`config.mk`:
```
export PLATFORM = sky130hd
export DESIGN_NAME = amg_addr_gen
export DESIGN_NICKNAME = d
export VERILOG_FILES = /design/src/verilog/amg_pkg.sv /design/src/verilog/amg_addr_gen.sv
export SDC_FILE = /design/constraint.sdc
export NUM_CORES = 1
export LEC_CHECK = 0
export BUFFER_PORTS_ARGS = -buffer_cell sky130_fd_sc_hd__buf_2
export CAP_MARGIN = 20
export CORE_UTILIZATION = 30
export DETAILED_ROUTE_END_ITERATION = 16
export MAX_ROUTING_LAYER = met4
export PLACE_DENSITY = 0.45
export SLEW_MARGIN = 40
export SYNTH_ARGS = -nofsm -noshare
export SYNTH_HDL_FRONTEND = slang
export SYNTH_SLANG_ARGS = --single-unit
```
`constraint.sdc`:
```
create_clock -name MCLK -period 10.6 [get_ports MCLK]
set_input_delay 2.12 -clock MCLK [delete_from_list [all_inputs] [get_ports MCLK]]
set_output_delay 2.12 -clock MCLK [all_outputs]
set_load 0.01 [all_outputs]
```
`src/verilog/amg_pkg.sv`:
```
// amg_pkg: types and constants for the addressing mode address generator
// assumes an 8-bit core with a 16-bit data space and page zero at 0000h
package amg_pkg;

  // seventeen operand addressing modes, named in their X / direct form
  typedef enum logic [4:0] {
    AM_INH, AM_IMM, AM_DIR_S, AM_DIR_L, AM_IDX0, AM_IDX_S, AM_IDX_L,
    AM_IND_S, AM_IND_L, AM_IIX_S, AM_IIX_L, AM_REL_D, AM_REL_I,
    AM_BIT_D, AM_BIT_I, AM_BIT_DR, AM_BIT_IR
  } amg_mode_t;

  // prebyte that preceded the opcode
  typedef enum logic [1:0] {
    PRE_NONE, y_substitute_prefix, indirect_prefix, y_indirect_prefix
  } amg_pre_t;

  // one decode request, handed over with the bytes after the opcode
  typedef struct packed {
    amg_mode_t mode;
    amg_pre_t pre;
    logic rmw;
    logic [7:0] b1;
    logic [7:0] b2;
    logic [7:0] x;
    logic [7:0] y;
    logic [15:0] next_pc;
  } amg_req_t;

  // decode answer
  typedef struct packed {
    amg_mode_t mode;
    logic [15:0] ea;
    logic [15:0] target;
    logic [7:0] operand;
    logic [2:0] len;
    logic bad_combo;
    logic rmw_bad;
  } amg_res_t;

  localparam logic [7:0] PAGE_ZERO_HI = 8'h00;
  localparam logic [15:0] PTR_STEP = 16'h0001;
  localparam logic [2:0] LEN_OPCODE = 3'h1;
  localparam logic [2:0] LEN_PREBYTE = 3'h1;
  localparam logic [2:0] LEN_NONE = 3'h0;
  localparam logic [2:0] LEN_BYTE = 3'h1;
  localparam logic [2:0] LEN_WORD = 3'h2;

endpackage : amg_pkg

```
`src/verilog/amg_addr_gen.sv`:
```
// amg_addr_gen: effective address and length decode for all operand modes
// assumes the fetch unit supplies the bytes after the opcode with the
// request, and a same-clock data memory port answers pointer reads with ack
//
// Behaviour
// - seventeen modes in seven families are decoded
// - long forms reach 64K; long direct and indexed cost more bytes
// - short direct and indirect forms reach page zero only
// - read-modify-write accepts short forms only
// - inherent is one byte, opcode only
// - immediate is two bytes, second is operand
// - short direct: one address byte, 00 to FF
// - long direct: address word anywhere in 64K
// - indexed address is unsigned index plus offset
// - no-offset indexed uses index alone, 00-FF
// - Y no-offset form is one byte longer
// - short indexed: offset byte plus index, 1FE
// - long indexed: offset word plus index
// - short indirect: page-zero byte pointer
// - long indirect: page-zero word pointer
// - indirect indexed: pointer plus index register
// - short indirect indexed reaches 00 to 1FE
// - long indirect indexed reaches full 64K
// - relative targets span PC-128 to PC+127
// - three prebytes alter index and indirection
`timescale 1ns/1ps
module amg_addr_gen (
  input wire logic MCLK,
  input wire logic RST_N,
  input wire logic REQ_VALID,
  output logic REQ_READY,
  input wire amg_pkg::amg_req_t REQ,
  output logic MEM_RD,
  output logic [15:0] MEM_ADDR,
  input wire logic [7:0] MEM_RDATA,
  input wire logic MEM_ACK,
  output logic RES_VALID,
  output amg_pkg::amg_res_t RES
);

  typedef enum logic [1:0] {
    ST_IDLE = 2'b00, ST_PTR0 = 2'b01, ST_PTR1 = 2'b11, ST_DONE = 2'b10
  } amg_state_t;

  amg_state_t state_q, state_d;
  amg_pkg::amg_req_t req_q;
  amg_pkg::amg_mode_t mode_d, mode_q;
  logic bad_d, bad_q;
  logic [15:0] ptr_q, ptr_d;
  logic [15:0] addr_q;
  amg_pkg::amg_res_t res_q, res_d;
  logic needs_ptr, word_ptr;
  logic [7:0] idx;
  logic [15:0] ea16, tgt;
  logic [2:0] oplen;

  // prebyte remaps the X / direct form onto the indirect form
  always_comb begin
    mode_d = REQ.mode;
    bad_d = 1'b0;
    unique case (REQ.pre)
      amg_pkg::indirect_prefix: begin
        unique case (REQ.mode)
          amg_pkg::AM_DIR_S: mode_d = amg_pkg::AM_IND_S;
          amg_pkg::AM_DIR_L: mode_d = amg_pkg::AM_IND_L;
          amg_pkg::AM_IDX_S: mode_d = amg_pkg::AM_IIX_S;
          amg_pkg::AM_IDX_L: mode_d = amg_pkg::AM_IIX_L;
          amg_pkg::AM_REL_D: mode_d = amg_pkg::AM_REL_I;
          amg_pkg::AM_BIT_D: mode_d = amg_pkg::AM_BIT_I;
          amg_pkg::AM_BIT_DR: mode_d = amg_pkg::AM_BIT_IR;
          default: bad_d = 1'b1;
        endcase
      end
      amg_pkg::y_indirect_prefix: begin
        unique case (REQ.mode)
          amg_pkg::AM_IDX_S: mode_d = amg_pkg::AM_IIX_S;
          amg_pkg::AM_IDX_L: mode_d = amg_pkg::AM_IIX_L;
          default: bad_d = 1'b1;
        endcase
      end
      default: mode_d = REQ.mode;
    endcase
  end

  // pointer fetch is needed only by the indirect families
  always_comb begin
    unique case (mode_q)
      amg_pkg::AM_IND_S, amg_pkg::AM_IIX_S, amg_pkg::AM_REL_I,
      amg_pkg::AM_BIT_I, amg_pkg::AM_BIT_IR: begin
        needs_ptr = 1'b1;
        word_ptr = 1'b0;
      end
      amg_pkg::AM_IND_L, amg_pkg::AM_IIX_L: begin
        needs_ptr = 1'b1;
        word_ptr = 1'b1;
      end
      default: begin
        needs_ptr = 1'b0;
        word_ptr = 1'b0;
      end
    endcase
  end

  // either prebyte that names Y selects the Y index
  assign idx = (req_q.pre == amg_pkg::y_substitute_prefix ||
                req_q.pre == amg_pkg::y_indirect_prefix) ? req_q.y
                                                         : req_q.x;

  // next state: pointer high byte first, then low byte
  always_comb begin
    state_d = state_q;
    unique case (state_q)
      ST_IDLE: if (REQ_VALID) state_d = ST_PTR0;
      ST_PTR0: begin
        if (!needs_ptr) state_d = ST_DONE;
        else if (MEM_ACK) state_d = word_ptr ? ST_PTR1 : ST_DONE;
      end
      ST_PTR1: if (MEM_ACK) state_d = ST_DONE;
      ST_DONE: state_d = ST_IDLE;
    endcase
  end

  // state register
  always_ff @(posedge MCLK) begin
    if (!RST_N) state_q <= ST_IDLE;
    else state_q <= state_d;
  end

  // request capture
  always_ff @(posedge MCLK) begin
    if (!RST_N) begin
      req_q <= '0;
      mode_q <= amg_pkg::AM_INH;
      bad_q <= 1'b0;
    end else if (state_q == ST_IDLE && REQ_VALID) begin
      req_q <= REQ;
      mode_q <= mode_d;
      bad_q <= bad_d;
    end
  end

  // pointer assembly, big-endian word
  always_comb begin
    ptr_d = ptr_q;
    if (state_q == ST_PTR0 && needs_ptr && MEM_ACK)
      ptr_d = word_ptr ? {MEM_RDATA, amg_pkg::PAGE_ZERO_HI}
                       : {amg_pkg::PAGE_ZERO_HI, MEM_RDATA};
    else if (state_q == ST_PTR1 && MEM_ACK)
      ptr_d = {ptr_q[15:8], MEM_RDATA};
  end

  // pointer register
  always_ff @(posedge MCLK) begin
    if (!RST_N) ptr_q <= '0;
    else ptr_q <= ptr_d;
  end

  // pointer address: the byte after the opcode in page zero, plus one for the second byte
  always_ff @(posedge MCLK) begin
    if (!RST_N) addr_q <= '0;
    else if (state_q == ST_IDLE)
      addr_q <= {amg_pkg::PAGE_ZERO_HI, REQ.b1};
    else if (state_q == ST_PTR0 && MEM_ACK)
      addr_q <= addr_q + amg_pkg::PTR_STEP;
  end

  assign MEM_ADDR = addr_q;
  assign MEM_RD = needs_ptr && (state_q == ST_PTR0 || state_q == ST_PTR1);

  // effective address and branch target per mode
  always_comb begin
    ea16 = '0;
    tgt = req_q.next_pc;
    oplen = amg_pkg::LEN_NONE;
    unique case (mode_q)
      amg_pkg::AM_INH: oplen = amg_pkg::LEN_NONE;
      amg_pkg::AM_IMM: oplen = amg_pkg::LEN_BYTE;
      amg_pkg::AM_DIR_S: begin
        ea16 = {amg_pkg::PAGE_ZERO_HI, req_q.b1};
        oplen = amg_pkg::LEN_BYTE;
      end
      amg_pkg::AM_DIR_L: begin
        ea16 = {req_q.b1, req_q.b2};
        oplen = amg_pkg::LEN_WORD;
      end
      amg_pkg::AM_IDX0: ea16 = {amg_pkg::PAGE_ZERO_HI, idx};
      amg_pkg::AM_IDX_S: begin
        ea16 = {7'h00, {1'b0, req_q.b1} + {1'b0, idx}};
        oplen = amg_pkg::LEN_BYTE;
      end
      amg_pkg::AM_IDX_L: begin
        ea16 = {req_q.b1, req_q.b2} + {8'h00, idx};
        oplen = amg_pkg::LEN_WORD;
      end
      amg_pkg::AM_IND_S, amg_pkg::AM_IND_L: begin
        ea16 = ptr_d;
        oplen = amg_pkg::LEN_BYTE;
      end
      amg_pkg::AM_IIX_S: begin
        ea16 = {7'h00, {1'b0, ptr_d[7:0]} + {1'b0, idx}};
        oplen = amg_pkg::LEN_BYTE;
      end
      amg_pkg::AM_IIX_L: begin
        ea16 = ptr_d + {8'h00, idx};
        oplen = amg_pkg::LEN_BYTE;
      end
      amg_pkg::AM_REL_D: begin
        tgt = req_q.next_pc + {{8{req_q.b1[7]}}, req_q.b1};
        oplen = amg_pkg::LEN_BYTE;
      end
      amg_pkg::AM_REL_I: begin
        tgt = req_q.next_pc + {{8{ptr_d[7]}}, ptr_d[7:0]};
        oplen = amg_pkg::LEN_BYTE;
      end
      amg_pkg::AM_BIT_D: begin
        ea16 = {amg_pkg::PAGE_ZERO_HI, req_q.b1};
        oplen = amg_pkg::LEN_BYTE;
      end
      amg_pkg::AM_BIT_I: begin
        ea16 = ptr_d;
        oplen = amg_pkg::LEN_BYTE;
      end
      amg_pkg::AM_BIT_DR: begin
        ea16 = {amg_pkg::PAGE_ZERO_HI, req_q.b1};
        tgt = req_q.next_pc + {{8{req_q.b2[7]}}, req_q.b2};
        oplen = amg_pkg::LEN_WORD;
      end
      amg_pkg::AM_BIT_IR: begin
        ea16 = ptr_d;
        tgt = req_q.next_pc + {{8{req_q.b2[7]}}, req_q.b2};
        oplen = amg_pkg::LEN_WORD;
      end
      default: oplen = amg_pkg::LEN_NONE;
    endcase
  end

  // answer assembly; long forms refused for read-modify-write
  always_comb begin
    res_d.mode = mode_q;
    res_d.ea = ea16;
    res_d.target = tgt;
    res_d.operand = req_q.b1;
    res_d.len = amg_pkg::LEN_OPCODE + oplen +
                ((req_q.pre == amg_pkg::PRE_NONE) ? amg_pkg::LEN_NONE
                                                  : amg_pkg::LEN_PREBYTE);
    res_d.bad_combo = bad_q;
    res_d.rmw_bad = req_q.rmw &&
                    (mode_q == amg_pkg::AM_DIR_L ||
                     mode_q == amg_pkg::AM_IDX_L ||
                     mode_q == amg_pkg::AM_IND_L ||
                     mode_q == amg_pkg::AM_IIX_L);
  end

  // answer register, loaded on the way into the done state
  always_ff @(posedge MCLK) begin
    if (!RST_N) res_q <= '0;
    else if (state_d == ST_DONE && state_q != ST_DONE) res_q <= res_d;
  end

  assign RES = res_q;
  assign RES_VALID = (state_q == ST_DONE);
  assign REQ_READY = (state_q == ST_IDLE);
endmodule : amg_addr_gen

```
==> impl_metrics.json, run 1 <==
{
  "totalWireLength_um": 28700,
  "rsz0062_at_grt": "false",
  "async_flop_share_pct": 0,
  "multiInputGateArea_um2": 5160,
  "synthSimpleGateAreaFrac_pct": 21.1,
  "core_area_um2": 27000,
  "dp_hpwl_um": 20100,
  "synth_seq_cells": 141,
  "grt_pass1_vias": 7838,
  "cp-start-kind": "input port",
  "area_growth_pct": 18.9,
  "globalRouteTotalUtil_pct": 21.1,
  "peakVddDrop_mv": 0.0871,
  "synth_cells": 1081,
  "crit_fanout": 9,
  "powerDensity_nw_per_um2": 152,
  "final_common_cell": "nand2_1",
  "antenna_left": 0,
  "finalCritPeriodShare_pct": 52.7,
  "cts_tree": "built",
  "vias": 8186,
  "pin_count": 137,
  "synth_fa_ha_area_share_pct": 6.16,
  "synth_compound_area_share_pct": 27.4,
  "synth.avg_cell_area_um2": 7.66,
  "yosysWarnings": 0,
  "post-cts-setup-buffer-count": 0,
  "final.fill_count": 2903,
  "final_layout_size_suffix_gt1_share_pct": 18.7,
  "yosysUniqueCellTypes": 74,
  "placed_area_um2": 9250,
  "status": "finished, final reports clean",
  "min_path_type": "reg -> reg",
  "gp_congestion": 0.869,
  "row_count": 60,
  "io_buffers": 136,
  "synth_mux_area_share_pct": 2.93,
  "critPathRequiredTime_ns": 10.95,
  "final_cell_area_um2": 9840,
  "wl_per_cell_um": 18.7,
  "cts.reportedPaths.clkPinSlew_ns": 0.07,
  "seq_area_frac_synth_pct": 34.1,
  "synth_nets": 1188,
  "die_w_um": 168,
  "worst_pin_slew_ns": 0.922,
  "clock_sinks": 141,
  "p_leak_nw": 4.04,
  "hold_viol": 0,
  "cts_max_path_buffers": 2,
  "layout_common_cells": "213 x nand2_1, 138 x dfxtp_1, 136 x buf_2",
  "synth_xor_area_share_pct": 3.91,
  "insertion_delay_ns": 0.43,
  "ctsResizeCount": 0,
  "htree_levels": 4,
  "drv_cap": 0,
  "netlist_area_um2": 8280,
  "clockRootBuffer": "clkbuf_16",
  "synth_top_family_by_area": "compound AO/OA/AOI/OAI gates",
  "fin_util_pct": 36.4,
  "drc": 0,
  "fin_setup_tns_ns": 0,
  "drtPass1Iterations": 7,
  "grt_max_degree": 85,
  "crit_path_end_kind": "flop",
  "holdBufCountCts": 0,
  "grt_first_pass_wirelength_um": 44900,
  "finalMaxSlewViolations": 0,
  "crit_arrival_ns": 5.93,
  "register_area_um2": 2830,
  "path_class": "in -> reg",
  "diodes": 0,
  "initial_core_util_pct": 30.6,
  "fmax_mhz": 179,
  "fin_skew_ns": 0.0111,
  "synth_edf_count": 0,
  "die_y_um": 168,
  "nNetsFinal": 1284,
  "routed_via_density": 5.35,
  "cts_made_buffers": 17,
  "antenna_found_initial": 0,
  "drtIter0Drc": 545,
  "grt_overflow": 0,
  "period_minus_slack_ns": 5.58,
  "setup_viol": 0,
  "die-area_um2": 28300,
  "slew_headroom_pct": 38.6,
  "ys.flop_type": "dfxtp_1"
}
==> worst max-delay path: stages <==
cell and delay, ns:
buf_2 0.21, nand2_1 0.27, o21bai_2 0.41, a22oi_1 0.40, o21ai_0 0.26, ha_1 0.26
or3_1 0.42, or2_2 0.29, o221a_2 0.25, o31ai_1 0.27, a21oi_1 0.13, xnor2_1 0.16
or3_1 0.32, a31oi_1 0.15
==> metrics by stage <==
step,hold WS [ns],power [mW],worst slack (ns),instances
3_5_place_dp,0.444,0.893,4.66,1499
6_report,0.451,1.50,5.02,1531
2_1_floorplan,0.432,0.787,5.15,1081
5_1_grt,0.468,1.58,4.85,1531
4_1_cts,0.454,1.51,5.10,1531
3_3_place_gp,0.440,0.892,4.79,1499
==> where the power goes <==
group / switching [mW] / internal (mW) / total (mW)
clock network: 0.276 / 0.340 / 0.616
registers: 0.0409 / 0.559 / 0.600
logic: 0.180 / 0.101 / 0.281
total: 0.497 / 1.00 / 1.50
==> final timing paths <==
path              slack [ns]  depth (start not counted)         to  startpoint
setup / recovery        5.02                         14    RES[28]     MEM_ACK
hold / removal          0.45                          2  req_q[20]   req_q[20]
setup reg to reg        5.85                         14    RES[28]   mode_q[1]
hold reg to reg         0.45                          2  req_q[20]   req_q[20]
==> flip-flops by register name, indices dropped and copies added (netlist names) <==
signal / flops
mode_q: 5
req_q: 51
ptr_q: 16
RES: 50
MEM_ADDR: 16
state_q: 2
bad_q: 1
==> metal layers <==
metal | part of all wire (%) | routed length, um | track usage [%]
met5 | 0 | 0 | -
met4 | 1.8 | 524 | 6.13
met3 | 4.8 | 1370 | 3.57
met2 | 47 | 13400 | 33.8
met1 | 47 | 13300 | 27.3
==> synth_stat cells (all sizes together), types with 3 or more instances <==
cell	number	area, um2
nor2	83	312
or3	5	31.3
o22ai	9	56.3
a31o	3	26.3
clkbuf	56	210
nor3	13	65.1
mux2	10	113
a222oi	8	80.1
buf	15	83.8
a22o	5	43.8
a22oi	29	231
ha	36	450
nand2	214	803
dfxtp	141	2820
nand3	23	115
o21a	6	45.0
a21oi	128	641
and3	6	37.5
mux2i	13	130
or2	3	18.8
xnor2	18	158
xor2	19	166
inv	18	67.6
o21ai	75	383
o221ai	4	41.3
nand2b	10	62.6
o21bai	4	33.8
nor2b	6	37.5
a31oi	11	83.8
fa	3	60.1
and2	18	113
o211ai	10	75.1
nand4	10	62.6
a221oi	3	26.3
a21o	10	75.1
o2111ai	7	61.3
a211oi	13	97.6
==> area by class of cell <==
cell class                 instances  area share, %
clock buffer                      18           4.46
clock inverter                    14           1.49
inverter                          19          0.737
multi-input combinational        850           52.4
sequential                       141           28.7
tap                              341           4.33
timing repair buffer             148           7.87
==> logic make-up (layout without fill, tap and decap cells) <==
kind of cell | Yosys count | after routing
XOR/XNOR | 37 | 37
AND/OR/NAND/NOR | 401 | 401
adder cells (fa/ha/maj) | 39 | 39
multiplexers | 23 | 23
flip-flops | 141 | 141
buffers and inverters | 90 | 199
AO/OA/AOI/OAI | 350 | 350
Note: power is estimated with default switching activity, not from simulation.
==> run 2: changes to the inputs <==
- PLACE_DENSITY: 0.45 -> 0.47
- clock period: 10.6 -> 4.9 ns (I/O delays scaled with it)
==> run 2 against run 1 <==
Against the previous run: cell count up 1.2%; die area unchanged; clock power up 110%; design area up 1.3%; via count up 1.2%; first-iteration DRC count up 2.8%; clock skew up 0.0018 ns; flip-flop and latch count unchanged; largest cell class unchanged; largest power group unchanged.
==> impl_metrics.json, run 2 (same netlist as run 1, synthesis figures left out) <==
{
  "status": "finished, final reports clean",
  "whs_ns": 0.453,
  "critPathRequiredTime_ns": 5.27,
  "period_minus_slack_ns": 4.45,
  "io_buffers": 136,
  "insertion_delay_ns": 0.44,
  "crit_fanout": 19,
  "cts.reportedPaths.clkPinSlew_ns": 0.06,
  "vias": 8285,
  "worst_pin_slew_ns": 0.861,
  "largest_reg_flops": 51,
  "area_growth_pct": 20.4,
  "top_register": "req_q",
  "clock_sinks": 141,
  "grt_pass1_vias": 7898,
  "gr-usage-met2_pct": 33.3,
  "fin_util_pct": 36.9,
  "gp_congestion": 0.869,
  "drtPass1Iterations": 5,
  "layout_common_cells": "213 x nand2_1, 141 x dfxtp_1, 136 x buf_2",
  "post-cts-setup-buffer-count": 0,
  "cts_tree": "built",
  "fin_skew_ns": 0.0130,
  "routed_via_density": 5.35,
  "core_area_um2": 27000,
  "final_cell_area_um2": 9970,
  "grt_busiest_layer": "met2",
  "grt_max_degree": 62,
  "initial_core_util_pct": 30.6,
  "min_path_type": "reg -> reg",
  "wl_per_cell_um": 18.4,
  "globalRouteTotalUtil_pct": 20.9,
  "antenna_found_initial": 0,
  "hold_viol": 0,
  "fmax_mhz": 225,
  "cts_made_buffers": 17,
  "use_met1_pct": 27.3,
  "ctsResizeCount": 0,
  "holdBufCountCts": 0,
  "path_class": "reg -> reg",
  "row_count": 60,
  "cp-start-kind": "flop",
  "finalMaxSlewViolations": 0,
  "ff2ff_setup_slack_ns": 0.45,
  "clockRootBuffer": "clkbuf_16",
  "antenna_left": 0,
  "setup_viol": 0,
  "finalCritPeriodShare_pct": 90.8,
  "drtIter0Drc": 560,
  "drc": 0,
  "totalWireLength_um": 28500,
  "use_met3_pct": 3.31,
  "final_common_cell": "nand2_1",
  "nNetsFinal": 1303,
  "htree_levels": 4,
  "powerDensity_nw_per_um2": 325,
  "grt_first_pass_wirelength_um": 44500,
  "grt_overflow": 0,
  "final_layout_size_suffix_gt1_share_pct": 19.7,
  "diodes": 0,
  "pin_count": 137,
  "crit_arrival_ns": 4.82,
  "cts_max_path_buffers": 2,
  "rsz0062_at_grt": "false",
  "die_y_um": 168,
  "peakVddDrop_mv": 0.172,
  "die_w_um": 168,
  "placed_area_um2": 9380,
  "p_leak_nw": 4.14,
  "drv_cap": 0,
  "die-area_um2": 28300,
  "slew_headroom_pct": 42.6,
  "crit_path_end_kind": "flop",
  "dp_hpwl_um": 20400,
  "fin_setup_tns_ns": 0
}
-- run 2: changes by cell type in the layout (fill, tap and decap cells not counted) --
| cell | previous run | this run |
|---|---|---|
| a211oi_1 | 12 | 13 |
| a211oi_4 | 1 | 0 |
| buf_4 | 11 | 31 |
| buf_6 | 1 | 0 |
| clkinv_2 | 1 | 2 |
| clkinv_4 | 0 | 4 |
| clkinvlp_4 | 2 | 0 |
| dfxtp_1 | 138 | 141 |
| dfxtp_2 | 3 | 0 |
| inv_6 | 9 | 5 |
| inv_8 | 2 | 3 |
-- run 2: layer usage --
| layer | vias to the layer above | share of wire [%] |
|---|---|---|
| met4 | 0 | 1.8 |
| met2 | 239 | 47 |
| met1 | 3927 | 47 |
| met5 | - | 0 |
| met3 | 26 | 4.8 |
| li1 | 4093 | - |
-- run 2: report_power, final --
part / switching [mW] / internal [mW] / leakage [nW]
Combinational: 0.412 / 0.232 / 2.69
Sequential: 0.0669 / 1.21 / 1.15
Clock: 0.589 / 0.732 / 0.292
-- run 2: area by class of cell --
class	instances	area, um2
Tap cell	341	427
Sequential cell	141	2820
Fill cell	2917	17100
Inverter	19	72.6
Multi-Input combinational cell	850	5140
Clock buffer	18	439
Clock inverter	14	148
Timing Repair Buffer	167	913
-- run 2: worst max-delay path: stages, from the launching register on --
cell      delay [ns]
dfxtp_1         0.43
buf_4           0.27
nand2b_1        0.26
o21ai_0         0.15
o311a_4         0.39
a22oi_1         0.38
o21ai_0         0.25
ha_1            0.26
or3_1           0.43
or2_2           0.30
o221a_2         0.26
o31ai_1         0.25
a21oi_1         0.13
xnor2_1         0.15
or3_1           0.31
a31oi_1         0.15
-- run 2: through the flow --
stage	cells	total power [mW]	setup WS (ns)
global route	1550	3.39	0.0981
global placement	1518	1.94	0.528
CTS	1550	3.27	0.452
floorplan	1081	1.70	0.592
detailed placement	1518	1.94	0.416
finish	1550	3.24	0.450
-- run 2: final timing paths --
| kind | cells past startpoint | start | end |
|---|---|---|---|
| worst max-delay path | 15 | mode_q[3] | RES[28] |
| worst min-delay path | 2 | RES[45] | RES[45] |
| worst min register to register | 2 | RES[45] | RES[45] |
| worst max register to register | 15 | mode_q[3] | RES[28] |
==> run 3: changes to the inputs <==
- ABC_AREA: unset -> 1
==> run 3 against run 2 <==
Against the previous run: clock skew is 0.00061 ns lower; routed wire length about the same; non-clock buffer count fell by 14; die area is 0.40% higher; clock power rose by 4%; first-iteration DRC count is 5.7% higher; critical endpoint is now RES[25].
==> impl_metrics.json, run 3 <==
{
  "p_leak_nw": 4.44,
  "finalCritPeriodShare_pct": 87.1,
  "grt_busiest_layer": "met2",
  "worst_pin_slew_ns": 0.819,
  "vias": 8536,
  "nNetsFinal": 1447,
  "setup_viol": 0,
  "synth.avg_cell_area_um2": 6.80,
  "synthMostInstantiatedCell": "nand2_1",
  "ctsResizeCount": 0,
  "critPathRequiredTime_ns": 5.26,
  "core_area_um2": 27100,
  "synth_nets": 1330,
  "yosysWarnings": 0,
  "grt_max_degree": 58,
  "period_minus_slack_ns": 4.27,
  "min_path_type": "reg -> reg",
  "hold_viol": 0,
  "netlist_area_um2": 8320,
  "ys.flop_type": "dfxtp_1",
  "gp_congestion": 0.875,
  "synth.area.top_cells": "dfxtp_1 34%, nand2_1 10%, o21ai_0 9.8%, nor2_1 7.1%, a21oi_1 6.7%",
  "final_common_cell": "nand2_1",
  "register_area_um2": 2820,
  "status": "finished, final reports clean",
  "synth_cells": 1223,
  "gr-usage-met2_pct": 32.5,
  "final_layout_size_suffix_gt1_share_pct": 17.7,
  "crit_fanout": 14,
  "layout_common_cells": "222 x nand2_1, 162 x o21ai_0, 158 x nor2_1",
  "async_flop_share_pct": 0,
  "initial_core_util_pct": 30.7,
  "powerDensity_nw_per_um2": 342,
  "finalMaxSlewViolations": 0,
  "r2r_cells": 24,
  "synthTopCellsByCount": "223 x nand2_1, 163 x o21ai_0, 158 x nor2_1, 141 x dfxtp_1, 121 x inv_1",
  "multiInputGateArea_um2": 4760,
  "routed_via_density": 4.95,
  "crit_path_end_kind": "flop",
  "fin_setup_tns_ns": 0,
  "place_inst": 1693,
  "antenna_left": 0,
  "wl_per_cell_um": 16.5,
  "die-area_um2": 28400,
  "drtPass1Iterations": 5,
  "p_total_mw": 3.41,
  "antenna_found_initial": 0,
  "insertion_delay_ns": 0.43,
  "top_register": "req_q",
  "grt_first_pass_wirelength_um": 45100,
  "die_y_um": 168,
  "yosys.area.top_type": "dfxtp_1",
  "cts_made_buffers": 17,
  "drv_cap": 0,
  "holdBufCountCts": 0,
  "pin_count": 137,
  "fin_cells": 1725,
  "hold_depth": 2,
  "rsz0062_at_grt": "false",
  "globalRouteTotalUtil_pct": 21.1,
  "clock_sinks": 141,
  "drc": 0,
  "use_met1_pct": 29.1,
  "grt_overflow": 0,
  "largest_reg_flops": 51,
  "cts_tree": "built",
  "cp-start-kind": "flop",
  "path_class": "reg -> reg",
  "post-cts-setup-buffer-count": 0,
  "htree_levels": 4,
  "fmax_mhz": 234,
  "synth_seq_cells": 141,
  "peakVddDrop_mv": 0.211,
  "cts.reportedPaths.clkPinSlew_ns": 0.07,
  "whs_ns": 0.453,
  "use_met3_pct": 2.92,
  "io_buffers": 136,
  "area_growth_pct": 19.8,
  "fin_skew_ns": 0.0123,
  "grt_pass1_vias": 8042,
  "dp_hpwl_um": 21300,
  "totalWireLength_um": 28500,
  "slew_headroom_pct": 45.2,
  "cts_max_path_buffers": 2,
  "synth_edf_count": 0,
  "crit_arrival_ns": 4.63,
  "die_w_um": 168,
  "synth_top_area_share_pct": 33.9,
  "clockRootBuffer": "clkbuf_16",
  "yosysUniqueCellTypes": 53,
  "row_count": 60,
  "seq_area_frac_synth_pct": 33.9,
  "final.fill_count": 3019,
  "drtIter0Drc": 592,
  "diodes": 0
}
run 3: cell count changes after synthesis, moves of 13 or more:
cell | before | now
mux2i_1 | 13 | 0
clkbuf_1 | 56 | 36
and2_1 | 18 | 1
nand3_1 | 23 | 40
xnor2_1 | 18 | 3
o21ai_0 | 71 | 163
a21oi_1 | 128 | 112
a22oi_1 | 28 | 10
inv_1 | 18 | 121
nor2_1 | 83 | 158
run 3: power breakdown:
group	total, mW	internal (mW)	leakage [nW]	switching [mW]
clock network	1.37	0.819	0.279	0.549
registers	1.30	1.23	1.16	0.0756
logic	0.737	0.251	3.01	0.486
run 3: critical path, cell delays in order, from the launching register on:
cell	delay, ns
dfxtp_1	0.36
inv_2	0.13
nand3_2	0.14
nor2_2	0.28
nor2_4	0.07
nand3_4	0.17
nand2_4	0.16
inv_1	0.31
o21ai_0	0.14
o21ai_0	0.11
buf_4	0.16
o221ai_1	0.12
ha_1	0.25
fa_1	0.40
a21oi_1	0.17
o21bai_1	0.11
nand3_1	0.08
nand2_1	0.10
nand2_1	0.07
nand2_1	0.07
a21boi_0	0.31
o21ai_0	0.15
a21oi_1	0.13
o21ai_0	0.09
a21oi_1	0.12
run 3: worst paths after layout:
check | startpoint | end | slack [ns]
setup / recovery | mode_q[2] | RES[25] | 0.63
hold reg to reg | req_q[26] | req_q[26] | 0.45
setup reg to reg | mode_q[2] | RES[25] | 0.63
hold / removal | req_q[26] | req_q[26] | 0.45
run 3: layer usage:
layer	up-vias	wire, um	share of wire (%)
li1	4339	-	-
met1	3962	14300	50
met2	216	12700	45
met3	19	1160	4.1
met4	0	369	1.3
met5	-	0	0
run 3: cell type report:
cell class,count,share of cell area [%]
clock inverter,12,1.63
tap,372,4.67
inverter,130,4.90
multi-input combinational,897,47.8
clock buffer,20,4.48
timing repair buffer,153,8.21
sequential,141,28.3
run 3: cells by family after synthesis:
family	Yosys count	synth area share [%]
flip-flops	141	33.9
adder cells (fa/ha/maj)	39	6.14
XOR/XNOR	14	1.47
AO/OA/AOI/OAI	362	24.6
buffers and inverters	185	8.82
AND/OR/NAND/NOR	482	25.0
run 3: metrics by stage:
step                      setup slack [ns]  cell area, um2  util, %
after CTS                            0.646            9970     36.8
final                                0.632            9970     36.8
after floorplan                       1.11            8320        -
after detailed placement             0.514            9360     34.5
after global placement               0.596            9350     34.5
after global routing                0.0701            9970     36.8
